$ cat config.mk
export PLATFORM = sky130hd
export DESIGN_NAME = pll_synth_device_flat
export DESIGN_NICKNAME = d
export VERILOG_FILES = /design/src/rtl/pll_synth_pkg.sv /design/src/rtl/pll_link_if.sv /design/src/rtl/pll_synth_device.sv /design/src/flat_wrapper.sv
export SDC_FILE = /design/constraint.sdc
export NUM_CORES = 1
export LEC_CHECK = 0
export ABC_AREA = 1
export BUFFER_PORTS_ARGS = -buffer_cell sky130_fd_sc_hd__buf_2
export CAP_MARGIN = 10
export CORE_ASPECT_RATIO = 0.75
export CORE_MARGIN = 2
export CORE_UTILIZATION = 50
export CTS_CLUSTER_DIAMETER = 80
export DETAILED_ROUTE_END_ITERATION = 10
export PLACE_DENSITY = 0.67
export SYNTH_ARGS = -nofsm -noshare
export SYNTH_HDL_FRONTEND = slang
export SYNTH_SLANG_ARGS = --single-unit
export TNS_END_PERCENT = 1
$ cat constraint.sdc
create_clock -name core_clk -period 4.9 [get_ports core_clk]
set_clock_uncertainty 0.05 [all_clocks]
set_input_delay 0.98 -clock core_clk [delete_from_list [all_inputs] [get_ports core_clk]]
set_output_delay 0.98 -clock core_clk [all_outputs]
set_load 0.1 [all_outputs]
$ cat src/rtl/pll_synth_pkg.sv
// shared constants and types for the clock synthesizer model and its controller
package pll_synth_pkg;
  localparam int unsigned REF_COUNT       = 4;
  localparam int unsigned SEL_WIDTH       = 2;
  localparam int unsigned OUT_COUNT       = 5;
  localparam int unsigned PHASE_WIDTH     = 3;
  localparam int unsigned CNT_WIDTH       = 8;
  localparam int unsigned PRODUCT_LIMIT   = 255;
  localparam int unsigned CLK_PERIOD_PS   = 5000;
  localparam int unsigned RESET_MIN_PS    = 10000;
  localparam int unsigned RESET_MIN_CYC   = (RESET_MIN_PS + CLK_PERIOD_PS - 1) / CLK_PERIOD_PS;
  localparam int unsigned LOCK_WAIT_CYC   = 64;
  localparam int unsigned FIRST_OUT_RATIO = 4;

  localparam logic [7:0] DEF_PRE    = 8'h01;
  localparam logic [7:0] DEF_MULT   = 8'h04;
  localparam logic [7:0] DEF_POST   = 8'h01;
  localparam logic [7:0] DEF_FBK    = 8'h01;
  localparam logic [7:0] DEF_OUTDIV = 8'h04;

  // controller register offsets (APB byte addresses)
  localparam logic [7:0] OFS_CTRL    = 8'h00;
  localparam logic [7:0] OFS_PHASE   = 8'h04;
  localparam logic [7:0] OFS_STATUS  = 8'h08;
  localparam logic [7:0] OFS_IRQ     = 8'h0C;
  localparam logic [7:0] OFS_MASK    = 8'h10;
  // control fields
  localparam int unsigned CTRL_START  = 0;
  localparam int unsigned CTRL_SEL_LO = 4;
  // phase fields
  localparam int unsigned PH_VAL_LO   = 0;
  localparam int unsigned PH_SEL_LO   = 4;
  localparam int unsigned PH_GO       = 16;
  // interrupt bits
  localparam int unsigned EV_LOCK     = 0;
  localparam int unsigned EV_UNLOCK   = 1;
  localparam int unsigned EV_DONE     = 2;
  localparam int unsigned EV_WIDTH    = 3;

  typedef enum logic [1:0] {
    CTL_IDLE   = 2'b00,
    CTL_RESET  = 2'b01,
    CTL_SHIFT  = 2'b10
  } ctl_state_e;
endpackage
$ cat src/rtl/pll_link_if.sv
// signals between the synthesizer and its controlling fabric logic
`timescale 1ns/100ps
interface pll_link_if;
  import pll_synth_pkg::*;
  logic [SEL_WIDTH-1:0]   refClockChoice;
  logic                   pllResetLow;
  logic                   coreFeedbackIn;
  logic                   padFeedbackIn;
  logic [PHASE_WIDTH-1:0] phaseValue;
  logic [OUT_COUNT-1:0]   phaseSelect;
  logic                   phaseApplyStrobe;
  logic                   lockIndicator;
  logic [OUT_COUNT-1:0]   synthClocks;

  modport device (input refClockChoice, pllResetLow, coreFeedbackIn, padFeedbackIn,
                  phaseValue, phaseSelect, phaseApplyStrobe,
                  output lockIndicator, synthClocks);
  modport controller (output refClockChoice, pllResetLow, coreFeedbackIn, padFeedbackIn,
                      phaseValue, phaseSelect, phaseApplyStrobe,
                      input lockIndicator, synthClocks);
endinterface

$ cat src/rtl/pll_synth_device.sv
// behavioural clock synthesizer: reference mux, counters, output dividers, phase shift, lock
//
// How it works
// RULE1: four references, two-bit choice picks one
// RULE2: user holds reset while changing reference
// RULE3: reset low resets, high starts locking
// RULE4: user holds reset at least 10 ns
// RULE5: lock rises on lock, falls on loss
// RULE6: pre, multiplier, post and output counters
// RULE7: fout = fin*M*Cfbk/(N*C), product <=255
// RULE8: five outputs, own divider and phase; here all five divide by the one shared outDivide value
// RULE9: first output at most 4x reference
// RULE10: phase code is half post-divider cycles
// RULE11: five-bit select picks shifted outputs
// RULE12: strobe high applies phase, else unchanged
// RULE13: core feedback wired to clock output
// RULE14: pad feedback wired to clock output
// RULE15: cascade at most two synthesizers
// RULE16: lock low in reset until relocked
//
// Our own choices: register access over APB and the register offsets.
`timescale 1ns/100ps
module pll_synth_device
  import pll_synth_pkg::*;
(
  input  wire logic                 core_clk,
  input  wire logic                 rst_n,
  input  wire logic [REF_COUNT-1:0] refClockInputs,
  input  wire logic [7:0]           preDivide,
  input  wire logic [7:0]           multiply,
  input  wire logic [7:0]           postDivide,
  input  wire logic [7:0]           feedbackDivide,
  input  wire logic [7:0]           outDivide,
  pll_link_if.device                link
);
  import pll_synth_pkg::*;

  // ----------------------------------------
  // reference selection and edge detect
  // ----------------------------------------
  logic       refSel;
  logic       refPrev;
  logic       refEdge;
  logic [7:0] preCount;
  logic       pfdTick;
  logic       cfgLegal;
  logic [23:0] product;

  assign refSel   = refClockInputs[link.refClockChoice]; // [RULE1]
  assign refEdge  = refSel & ~refPrev;
  assign product  = 24'(multiply) * 24'(postDivide) * 24'(feedbackDivide);
  assign cfgLegal = (product <= 24'(PRODUCT_LIMIT)) && (preDivide != 8'h00) && (multiply != 8'h00); // [RULE7]

  always_ff @(posedge core_clk or negedge rst_n) begin
    if (!rst_n) begin
      refPrev <= 1'b0;
    end else begin
      refPrev <= refSel;
    end
  end

  // pre-divider: one detector tick every N reference edges
  always_ff @(posedge core_clk or negedge rst_n) begin
    if (!rst_n) begin
      preCount <= 8'h00;
      pfdTick  <= 1'b0;
    end else if (!link.pllResetLow) begin // [RULE3]
      preCount <= 8'h00;
      pfdTick  <= 1'b0;
    end else begin
      pfdTick <= 1'b0;
      if (refEdge) begin
        if (preCount + 8'h01 >= preDivide) begin // [RULE6]
          preCount <= 8'h00;
          pfdTick  <= 1'b1;
        end else begin
          preCount <= preCount + 8'h01;
        end
      end
    end
  end

  // ----------------------------------------
  // lock acquisition
  // ----------------------------------------
  logic [7:0] lockCount;
  logic [7:0] idleCount;
  logic       lock_indicator;

  always_ff @(posedge core_clk or negedge rst_n) begin
    if (!rst_n) begin
      lockCount <= 8'h00;
      idleCount <= 8'h00;
      lock_indicator    <= 1'b0;
    end else if (!link.pllResetLow) begin
      lockCount <= 8'h00;
      idleCount <= 8'h00;
      lock_indicator    <= 1'b0; // [RULE16]
    end else begin
      idleCount <= pfdTick ? 8'h00 : ((idleCount == 8'hFF) ? idleCount : idleCount + 8'h01);
      if (!cfgLegal || idleCount == 8'hFF) begin
        lockCount <= 8'h00;
        lock_indicator    <= 1'b0; // [RULE5]
      end else if (lockCount >= 8'(LOCK_WAIT_CYC)) begin
        lock_indicator    <= 1'b1; // [RULE5]
      end else begin
        lockCount <= lockCount + 8'h01;
      end
    end
  end

  always_ff @(posedge core_clk or negedge rst_n) begin
    if (!rst_n) begin
      link.lockIndicator <= 1'b0;
    end else begin
      link.lockIndicator <= lock_indicator & link.pllResetLow; // [RULE16]
    end
  end

  // ----------------------------------------
  // synthesized clock: vco phase ticks from M*Cfbk/N, post-divided by O
  // ----------------------------------------
  logic [15:0] vcoAcc;
  logic        pllTick;
  logic [7:0]  postCount;
  logic        halfTick;

  always_ff @(posedge core_clk or negedge rst_n) begin
    if (!rst_n) begin
      vcoAcc    <= 16'h0000;
      postCount <= 8'h00;
      halfTick  <= 1'b0;
    end else if (!lock_indicator) begin
      vcoAcc    <= 16'h0000;
      postCount <= 8'h00;
      halfTick  <= 1'b0;
    end else begin
      halfTick <= 1'b0;
      if (pllTick) begin
        if (postCount + 8'h01 >= postDivide) begin // [RULE6]
          postCount <= 8'h00;
          halfTick  <= 1'b1;
        end else begin
          postCount <= postCount + 8'h01;
        end
      end
      vcoAcc <= pllTick ? 16'h0000 : vcoAcc + 16'(multiply) * 16'(feedbackDivide);
    end
  end
  assign pllTick = (vcoAcc >= {8'h00, preDivide} * 16'h0020); // [RULE7]

  // ----------------------------------------
  // per-output divider and phase shifter
  // ----------------------------------------
  genvar g;
  generate
    for (g = 0; g < OUT_COUNT; g++) begin : gOut
      logic [PHASE_WIDTH-1:0] phase;
      logic [7:0]             divCount;
      logic [PHASE_WIDTH-1:0] delayCount;
      logic                   level;

      always_ff @(posedge core_clk or negedge rst_n) begin
        if (!rst_n) begin
          phase <= '0;
        end else if (link.phaseApplyStrobe && link.phaseSelect[g]) begin // [RULE11] [RULE12]
          phase <= link.phaseValue;
        end
      end

      // toggles once divCount, stepping by two per post-divider tick, reaches outDivide; phase code delays the start
      always_ff @(posedge core_clk or negedge rst_n) begin
        if (!rst_n) begin
          divCount   <= 8'h00;
          delayCount <= '0;
          level      <= 1'b0;
        end else if (!lock_indicator || (link.phaseApplyStrobe && link.phaseSelect[g])) begin
          divCount   <= 8'h00;
          delayCount <= '0;
          level      <= 1'b0;
        end else if (halfTick) begin
          if (delayCount < phase) begin
            delayCount <= delayCount + 1'b1; // [RULE10]
          end else if (divCount + 8'h02 >= outDivide) begin // [RULE8]
            divCount <= 8'h00;
            level    <= ~level;
          end else begin
            divCount <= divCount + 8'h02;
          end
        end
      end

      always_ff @(posedge core_clk or negedge rst_n) begin
        if (!rst_n) begin
          link.synthClocks[g] <= 1'b0;
        end else begin
          link.synthClocks[g] <= level;
        end
      end
    end
  endgenerate
endmodule

$ cat src/flat_wrapper.sv
// flat-port wrapper written by rule: the top's interface ports become plain ports
module pll_synth_device_flat import pll_synth_pkg::*;
  (core_clk, rst_n, refClockInputs, preDivide, multiply, postDivide, feedbackDivide, outDivide, link_refClockChoice, link_pllResetLow, link_coreFeedbackIn, link_padFeedbackIn, link_phaseValue, link_phaseSelect, link_phaseApplyStrobe, link_lockIndicator, link_synthClocks);
  pll_link_if link_i ();
  input  wire logic core_clk;
  input  wire logic rst_n;
  input  wire logic [REF_COUNT-1:0] refClockInputs;
  input  wire logic [7:0] preDivide;
  input  wire logic [7:0] multiply;
  input  wire logic [7:0] postDivide;
  input  wire logic [7:0] feedbackDivide;
  input  wire logic [7:0] outDivide;
  input wire logic [$bits(link_i.refClockChoice)-1:0] link_refClockChoice;
  input wire logic [$bits(link_i.pllResetLow)-1:0] link_pllResetLow;
  input wire logic [$bits(link_i.coreFeedbackIn)-1:0] link_coreFeedbackIn;
  input wire logic [$bits(link_i.padFeedbackIn)-1:0] link_padFeedbackIn;
  input wire logic [$bits(link_i.phaseValue)-1:0] link_phaseValue;
  input wire logic [$bits(link_i.phaseSelect)-1:0] link_phaseSelect;
  input wire logic [$bits(link_i.phaseApplyStrobe)-1:0] link_phaseApplyStrobe;
  output wire logic [$bits(link_i.lockIndicator)-1:0] link_lockIndicator;
  output wire logic [$bits(link_i.synthClocks)-1:0] link_synthClocks;
  assign link_i.refClockChoice = link_refClockChoice;
  assign link_i.pllResetLow = link_pllResetLow;
  assign link_i.coreFeedbackIn = link_coreFeedbackIn;
  assign link_i.padFeedbackIn = link_padFeedbackIn;
  assign link_i.phaseValue = link_phaseValue;
  assign link_i.phaseSelect = link_phaseSelect;
  assign link_i.phaseApplyStrobe = link_phaseApplyStrobe;
  assign link_lockIndicator = link_i.lockIndicator;
  assign link_synthClocks = link_i.synthClocks;
  pll_synth_device u_core (.core_clk(core_clk), .rst_n(rst_n), .refClockInputs(refClockInputs), .preDivide(preDivide), .multiply(multiply), .postDivide(postDivide), .feedbackDivide(feedbackDivide), .outDivide(outDivide), .link(link_i));
endmodule
## Word level (Yosys, flattened, before mapping)

Index checks and enable logic that the tools add are counted.

- Register bits after elaboration: 133
- Bits of input ports: 60
- Output and inout bits: 6
- Word-level logic and storage cells: 215

- $add $sub $neg: 15
- Multipliers: 3
- $lt $le $gt $ge: 16
- Equal/unequal tests: 11
- Mux-type cells: 80
- Bitwise gates (word level): 8
- Reduce and logical (&&, ||, !) cells: 47

Operator list:

| operator | count |
|---|---|
| 8-bit two-way mux | 32 |
| 8-bit >= comparator | 7 |
| 3-bit two-way mux | 15 |
| 8-bit by 2-bit adder with 8-bit output (second input constant) | 5 |
| 8-bit by 1-bit adder with 8-bit output (second input constant) | 4 |
| 8-bit by 8-bit multiplier with 16-bit output | 2 |
| 16-bit two-way mux | 2 |
| 1-bit two-way mux | 30 |
| 2-bit nonzero test | 15 |
| 24-bit by 8-bit <= comparator with 1-bit output (second input constant) | 1 |
| 16-bit by 8-bit multiplier with 24-bit output | 1 |
| 2-bit AND reduction | 10 |
| 16-bit adder | 1 |
| 16-bit by 13-bit >= comparator with 1-bit output | 1 |
| 8-bit nonzero test | 2 |
| 3-bit by 1-bit adder with 3-bit output (second input constant) | 5 |
| 3-bit < comparator | 5 |
| 3-bit AND reduction | 5 |
| 2-bit by 1-bit != test with 1-bit output (second input constant) | 6 |
| 8-bit equality test (second input constant) | 1 |
| 8-bit by 7-bit >= comparator with 1-bit output (second input constant) | 1 |
| 1-bit logical AND | 7 |
| 1-bit logical OR | 6 |
| 3-bit by 2-bit != test with 1-bit output (second input constant) | 2 |
| 7 further kinds | 14 |

## Depth between registers and ports, before layout

Gate-level depths: netlist of run 1.

- Depth after elaboration: 9
- Depth in mapped cells: 43
- Depth with buffers taken out: 41

## Worst setup path before layout of run 1

OpenSTA, ideal clock, no wires.

- Kind: input to register
- From: input multiply[0]
- To: register u_core.lockCount[6]
- Library setup time: 73 ps
- Arrival: 8858 ps
- Data required time: 4777 ps
- Path slack: -4081 ps
- Cell stages on the path: 40
- Buffers on the path: 2
- Path through: buf_2 > clkbuf_1 > nand2_1 > fa_1 > fa_1 > inv_1 > fa_1 > inv_1 > fa_1 > inv_1 > ha_1 > inv_1 > nor3_1 > a21oi_1 > o21ai_1 > a21oi_1 > nor2_1 > nor2_2 > (+4 left out) > fa_1 > fa_1 > inv_1 > fa_1 > inv_1 > ha_1 > nand2_2 > inv_2 > nand2_1 > nor3_1 > nand3_1 > nand3_1 > nand2_1 > nor2_1 > nand4_2 > nor2_4 > nand2_4 > a21oi_2

- Longest elaborated chain between the ends: 9
- Elaborated cells between the ends (all ways): 11
- Classes of those cells: 2 x mul; 1 x order compare; 1 x eq/ne; 2 x mux; 5 x reduce/logical

RTL lines:

| what | line | RTL |
|---|---|---|
| start: declaration | flat_wrapper.sv:9 | `input wire logic [7:0] multiply;` |
| 8-bit by 8-bit multiplier with 16-bit output | pll_synth_device.sv:51 | `assign product = 24'(multiply) * 24'(postDivide) * 24'(feedbackDivide);` |
| 16-bit by 8-bit multiplier with 24-bit output | pll_synth_device.sv:51 |  |
| 24-bit by 8-bit <= comparator with 1-bit output | pll_synth_device.sv:52 | `assign cfgLegal = (product <= 24'(PRODUCT_LIMIT)) && (preDivide != 8'h00) && (multiply != 8'h00);` |
| 1-bit logical AND | pll_synth_device.sv:52 |  |
| 1-bit logical AND (*) | pll_synth_device.sv:52 |  |
| 1-bit zero test (*) | pll_synth_device.sv:101 | `if (!cfgLegal \|\| idleCount == 8'hFF) begin` |
| 1-bit logical OR (*) | pll_synth_device.sv:101 |  |
| 8-bit two-way mux | pll_synth_device.sv:101 |  |
| 8-bit two-way mux | pll_synth_device.sv:95 | `end else if (!link.pllResetLow) begin` |
| end signal: assignment | pll_synth_device.sv:107 | `lockCount <= lockCount + 8'h01;` |
| end: declaration | pll_synth_device.sv:86 | `logic [7:0] lockCount;` |

Mark *: on every way between the ends. The rest lies on a longest branch, timed or not.
A chain may end at the register's enable or synchronous reset.

## Worst setup path in the final report of run 1

- From: input postDivide[4]
- To: register u_core.lockCount[0]

- Longest elaborated chain between the ends: 9
- Elaborated cells between the ends (all ways): 10
- Classes of those cells: 2 x mul; 1 x order compare; 1 x eq/ne; 2 x mux; 4 x reduce/logical

RTL lines:

| what | line | RTL |
|---|---|---|
| start: declaration | flat_wrapper.sv:10 | `input wire logic [7:0] postDivide;` |
| 8-bit by 8-bit multiplier with 16-bit output (*) | pll_synth_device.sv:51 |  |
| 16-bit by 8-bit multiplier with 24-bit output (*) | pll_synth_device.sv:51 |  |
| 24-bit by 8-bit <= comparator with 1-bit output (*) | pll_synth_device.sv:52 |  |
| 1-bit logical AND (*) (2 in series) | pll_synth_device.sv:52 |  |
| 1-bit zero test (*) | pll_synth_device.sv:101 |  |
| 1-bit logical OR (*) | pll_synth_device.sv:101 |  |
| 8-bit two-way mux | pll_synth_device.sv:101 |  |
| 8-bit two-way mux | pll_synth_device.sv:95 |  |

Marked as above.

==> results of run 1 <==
## cell type report
cell class | count | area, sq um | share of cell area [%]
Clock buffer | 19 | 452.9 | 2.382
Clock inverter | 13 | 175.2 | 0.9212
Inverter | 516 | 1939 | 10.20
Multi-Input combinational cell | 1407 | 11140 | 58.56
Sequential cell | 128 | 3203 | 16.84
Tap cell | 442 | 553.0 | 2.908
Timing Repair Buffer | 222 | 1556 | 8.185
## sequential cells by signal, summed over array words and instances (netlist names), 8 cells and up
signal and count:
u_core.gOut.phase 15, u_core.gOut.divCount 35, u_core.lockCount 8, u_core.gOut.delayCount 15, u_core.idleCount 8, u_core.postCount 8
u_core.preCount 8, u_core.vcoAcc 16
## cell usage after synthesis, types with 3 or more instances
master    number
a21oi_2        4
and3_1         5
a211oi_1       7
o21ai_1        5
a21o_1         4
o21a_1         8
ha_1         198
a31oi_1        7
xor2_1        54
o22ai_1       12
o211ai_1       3
nor3_1        25
nand2_2        3
nand2_1      431
buf_2          8
inv_1        513
a21oi_1       92
nand4_1       15
xnor2_1       10
o21bai_1       3
or2_2          3
clkbuf_1      36
a22o_1         6
nor2_1       159
or2_1          7
o21ai_0       65
nor2_2         7
fa_1         170
nor3b_1        3
nand3_1       79
dfrtp_1      128
a21boi_0       3
## metrics by stage
step	hold WS, ns	instance area (sq um)	std cells
2_1_floorplan	0.3037	16480	2097
3_3_place_gp	0.3134	18170	2710
3_5_place_dp	0.3135	18170	2710
4_1_cts	0.3327	18860	2744
5_1_grt	0.3432	19020	2747
6_report	0.3295	19020	2747
## cells by family after synthesis
group	Yosys count
and+or+nand+nor	745
buffers and inverters	562
adders and majority gates	368
AOI/OAI and AO/OA	228
DFF	128
xor gates and xnor gates	66
## timing repair
| item | 4_1_cts | 5_1_grt |
|---|---|---|
| endpoints found under the setup margin | 10 | 12 |
| buffers inserted | 2 | 3 |
| pin swaps | 18 | 36 |
| gates resized for setup | 14 | 42 |
## layer usage
layer	routed length (um)	share of wire [%]	GRT usage (%)	up-vias
li1	-	-	-	6789
met1	18360	48	35.02	6592
met2	17090	45	38.29	319
met3	2133	5.6	3.913	58
met4	632	1.7	5.090	0
met5	0	0	0	-
## worst max-delay path by stage
stage	endpoint	startpoint	slack, ns
6_report	u_core.lockCount[0]	postDivide[4]	-3.40
5_1_grt	u_core.lockCount[0]	multiply[2]	-3.80
3_3_place_gp	u_core.lockCount[6]	postDivide[2]	-3.94
3_5_place_dp	u_core.lockCount[6]	postDivide[2]	-4.03
4_1_cts	u_core.lockCount[6]	postDivide[3]	-3.46
2_1_floorplan	u_core.lockCount[6]	postDivide[2]	-3.43
==> impl_metrics.yaml, run 1 <==
synth:
  avgSynthCellArea_sq_um: 7.720
  ys_ff_latch: 128
  synth_compound_area_share_pct: 8.069
  synth_edf_count: 0
  synth.top_cell.area_share_pct: 21.02
  synth.distinct_cells: 50
  yosysSeqAreaShare_pct: 19.79
  synthCells: 2097
  synth_mux_area_share_pct: 0
  async_flop_share_pct: 100.0
  syn-cell-area_sq_um: 16190
  synth_area_leaders: "fa_1 21%, dfrtp_1 20%, ha_1 15%, inv_1 12%, nand2_1 10%"
  synth_top_area_cell: "fa_1"
  synth_top_family_by_area: "adder cells"
  synth_fa_ha_area_share_pct: 36.33
  ys_warn_count: 0
  synth_xor_area_share_pct: 3.664
  synth_simple_gate_area_share_pct: 19.06
  syn_nets: 2525
  ys.flop_type: "dfrtp_1"
clock_tree:
  numCtsBuffers: 17
  cts_hold_buf: 0
  cts_root_buffer: "clkbuf_16"
  clkTransAtPathRegs_ns: 0.06
  clock-sinks: 128
  h-tree-depth: 4
  cts_tree: "done"
  clk_path_buf_depth: 2
  insertion_delay_ns: 0.42
grt:
  overflow: 0
  grt_pass1_vias: 14150
  antenna_found_initial: 0
  grt_max_degree: 105
  grt_usage_pct: 24.15
  grt_pass1_wl_mm: 66.51
critical_path:
  reg2reg_to: "u_core.vcoAcc[15]"
  path_max_fanout: 6
  reg2reg_depth: 18
  cp_num_cells: 38
  critPathSlowestCell: "fa_1"
  r2r-start: "u_core.vcoAcc[4]"
  crit_type: "in -> reg"
  worst-endpoint-required_ns: 5.20
  cpMostUsedCell: "fa_1"
  end_kind: "flip-flop"
  max_stage_delay_ns: 0.52
  regToRegSetupSlack_ns: 0.72
  arrival_ns: 8.60
  cpLargestDelayFamily: "adder cells"
  start_kind: "input pin"
  crit_buf_inv: 10
placement:
  post-dp-hpwl_mm: 31.51
  globalplace.congestion: 0.9426
  dp_slack_ns: -4.027
  placement.io_buffers: 63
worst_hold_path:
  hold_path_depth: 0
  worstHoldStart: "u_core.gOut[3].level"
  min-delay-path-class: "reg -> reg"
  min_to: "u_core.link.synthClocks[3]"
die:
  boundaryPins: 66
  fp.dieH_um: 159.8
  initial_core_util_pct: 50.33
  die_x_um: 211.8
  floorplan.die_area_sq_um: 33850
  rows: 57
  coreArea_sq_um: 32160
cells_and_area:
  fin_util_pct: 59.12
  area_delta_synth_final_pct: 17.47
  n_fill_cell: 2930
  mostFrequentLayoutCells: "502 x inv_1, 418 x nand2_1, 189 x ha_1, 169 x fa_1, 161 x buf_4"
  layout_commonest_cell: "inv_1"
  antenna_cells: 0
  drive_gt1_share_pct: 14.66
  nNetsFinal: 2720
route:
  vias: 13760
  via_per_inst: 5.008
  wl_per_cell_um: 13.91
  postRouteAntennaNets: 0
  wl_mm: 38.21
  drc: 0
  first_pass_iters: 5
  drtIter0Drc: 801
sta:
  setup-tns-final_ns: -30.34
  fmax_mhz: 120.4
  fin_crit_sh_pct: 169.5
  grt_setup_unrepaired: "yes"
  slew_viol_final: 0
  finalSetupViolCount: 9
  worstMarginPinSlew_ns: 1.001
  min_period_ns: 8.305
  layout_setup_ws_ns: -3.405
  maxSlewHeadroom_pct: 33.29
  hold_viol: 0
outcome:
  status: "complete, but fails checks"
  violations: "negative setup slack"
job:
  maxCapViolCount: 0
Power of run 1 is left out: the tool's default activity adds up to more than one toggle a clock period on the data nets, which glitch-free logic cannot reach.
==> run 2: changes to the inputs <==
--- a/config.mk
+++ b/config.mk
@@ -10,10 +10,10 @@
 export CAP_MARGIN = 10
 export CORE_ASPECT_RATIO = 0.75
 export CORE_MARGIN = 2
-export CORE_UTILIZATION = 50
+export CORE_UTILIZATION = 65
 export CTS_CLUSTER_DIAMETER = 80
 export DETAILED_ROUTE_END_ITERATION = 10
-export PLACE_DENSITY = 0.67
+export PLACE_DENSITY = 0.89
 export SYNTH_ARGS = -nofsm -noshare
 export SYNTH_HDL_FRONTEND = slang
 export SYNTH_SLANG_ARGS = --single-unit
==> run 2 against run 1 <==
Against the previous run: core utilization rose by 19 points; non-clock buffer count did not move; the run still ends with negative setup slack left; final area fell by 1.0%; highest routed layer unchanged; sequential cell count did not move; first-iteration DRC count rose by 100%; maximum frequency fell by 0.50%; sequential share of layout area rose by 0.17 points.
==> impl_metrics.yaml, run 2 (synthesis results as in run 1) <==
critical_path:
  worst-endpoint-required_ns: 5.21
  end_kind: "flip-flop"
  cpMostUsedCell: "fa_1"
  start_kind: "input pin"
  arrival_ns: 8.66
  crit_type: "in -> reg"
  max_stage_delay_ns: 0.53
  path_max_fanout: 8
  critPathSlowestCell: "fa_1"
sta:
  holdWs_ns: 0.3393
  setup-tns-final_ns: -30.77
  maxSlewHeadroom_pct: 43.27
  slew_viol_final: 0
  hold_viol: 0
  worstMarginPinSlew_ns: 0.8510
  grt_setup_unrepaired: "yes"
  fmax_mhz: 119.8
  fin_crit_sh_pct: 170.3
  min_period_ns: 8.347
  finalSetupViolCount: 9
  layout_setup_ws_ns: -3.447
route:
  postRouteAntennaNets: 0
  met1_length_mm: 17.57
  first_pass_iters: 9
  dr_wl_met2_mm: 21.42
  wl_met3_mm: 4.146
  vias: 15240
  drc: 0
  drtIter0Drc: 1614
  wl_per_cell_um: 17.27
  via_per_inst: 5.781
  top_layer_used: "met4"
  wl_mm: 45.53
clock_tree:
  h-tree-depth: 4
  insertion_delay_ns: 0.44
  cts_hold_buf: 0
  cts_tree: "done"
  clock-sinks: 128
  clk_path_buf_depth: 2
  cts_root_buffer: "clkbuf_16"
  numCtsBuffers: 17
  clkTransAtPathRegs_ns: 0.06
outcome:
  violations: "negative setup slack"
  status: "complete, but fails checks"
grt:
  grt_pass1_vias: 16060
  grt_usage_pct: 36.23
  overflow: 0
  grt_pass1_wl_mm: 75.51
  grt_max_degree: 66
  antenna_found_initial: 1
die:
  initial_core_util_pct: 66.85
  die_x_um: 186.2
  coreArea_sq_um: 24220
  rows: 49
  boundaryPins: 66
  fp.dieH_um: 140.7
  floorplan.die_area_sq_um: 26200
worst_hold_path:
  min-delay-path-class: "reg -> reg"
placement:
  placement.io_buffers: 63
  post-dp-hpwl_mm: 33.12
  globalplace.congestion: 0.9360
  place_area_sq_um: 18060
cells_and_area:
  top_regs: "u_core.gOut.divCount x35, u_core.vcoAcc x16"
  largest-register: "u_core.gOut.divCount"
  area_delta_synth_final_pct: 16.29
  layout_commonest_cell: "inv_1"
  final_area_sq_um: 18830
  antenna_cells: 0
  nNetsFinal: 2720
  drive_gt1_share_pct: 14.84
  fin_util_pct: 77.74
  largest_register_ffs: 35
  mostFrequentLayoutCells: "505 x inv_1, 421 x nand2_1, 190 x ha_1, 168 x fa_1, 158 x buf_4"
job:
  maxCapViolCount: 0
==> run 2: cell count changes in the layout (fill, tap and decap cells not counted), moves of 4 or more <==
cell     before  now
nor2_1      157  153
a21oi_2      11   15
buf_2        53   60
a21oi_1      83   79
inv_8         0    4
==> run 2: layer usage <==
| layer | up-vias | global-route usage, % |
|---|---|---|
| met2 | 953 | 59.36 |
| met4 | 0 | 19.02 |
| li1 | 6804 | - |
| met3 | 275 | 8.473 |
| met5 | - | 0 |
| met1 | 7206 | 44.74 |
==> run 2: cell type report <==
cell class,count,area (sq um)
clock buffer,17,425.4
clock inverter,15,142.6
fill,1425,5391
inverter,516,1937
multi-input combinational,1407,11160
sequential,128,3203
tap,331,414.1
timing repair buffer,222,1540
==> run 2: critical path: cells and delay by family <==
family	cells	cell delay (ns)
adder cells (fa/ha/maj)	10	4.52
XOR/XNOR	2	0.31
AND/OR/NAND/NOR	12	1.73
AO/OA/AOI/OAI	4	0.44
buffers and inverters	10	0.66
==> run 2: path summary, 6_finish.rpt <==
check | from | end | slack [ns] | depth (start not counted)
max | postDivide[4] | u_core.lockCount[6] | -3.45 | 38
min | u_core.gOut[1].level | u_core.link.synthClocks[1] | 0.34 | 0
max reg2reg | u_core.vcoAcc[4] | u_core.vcoAcc[15] | 0.60 | 18
min reg2reg | u_core.gOut[1].level | u_core.link.synthClocks[1] | 0.34 | 0
max in group asynchronous | rst_n | u_core.lockCount[0] | 3.35 | 2
min in group asynchronous | rst_n | u_core.vcoAcc[8] | 0.57 | 1
==> run 2: timing repair <==
action,4_1_cts,5_1_grt
gates resized for setup,13,35
buffers inserted,1,1
endpoints found under the setup margin,11,14
pin swaps,19,26
==> run 2: metrics by stage <==
| step | std cells | worst slack [ns] |
|---|---|---|
| floorplan | 2097 | -3.431 |
| finish | 2636 | -3.447 |
| CTS | 2635 | -3.409 |
| global route | 2636 | -3.784 |
| detailed placement | 2602 | -4.005 |
| global placement | 2602 | -3.815 |
Power of run 2 is left out for the same reason.
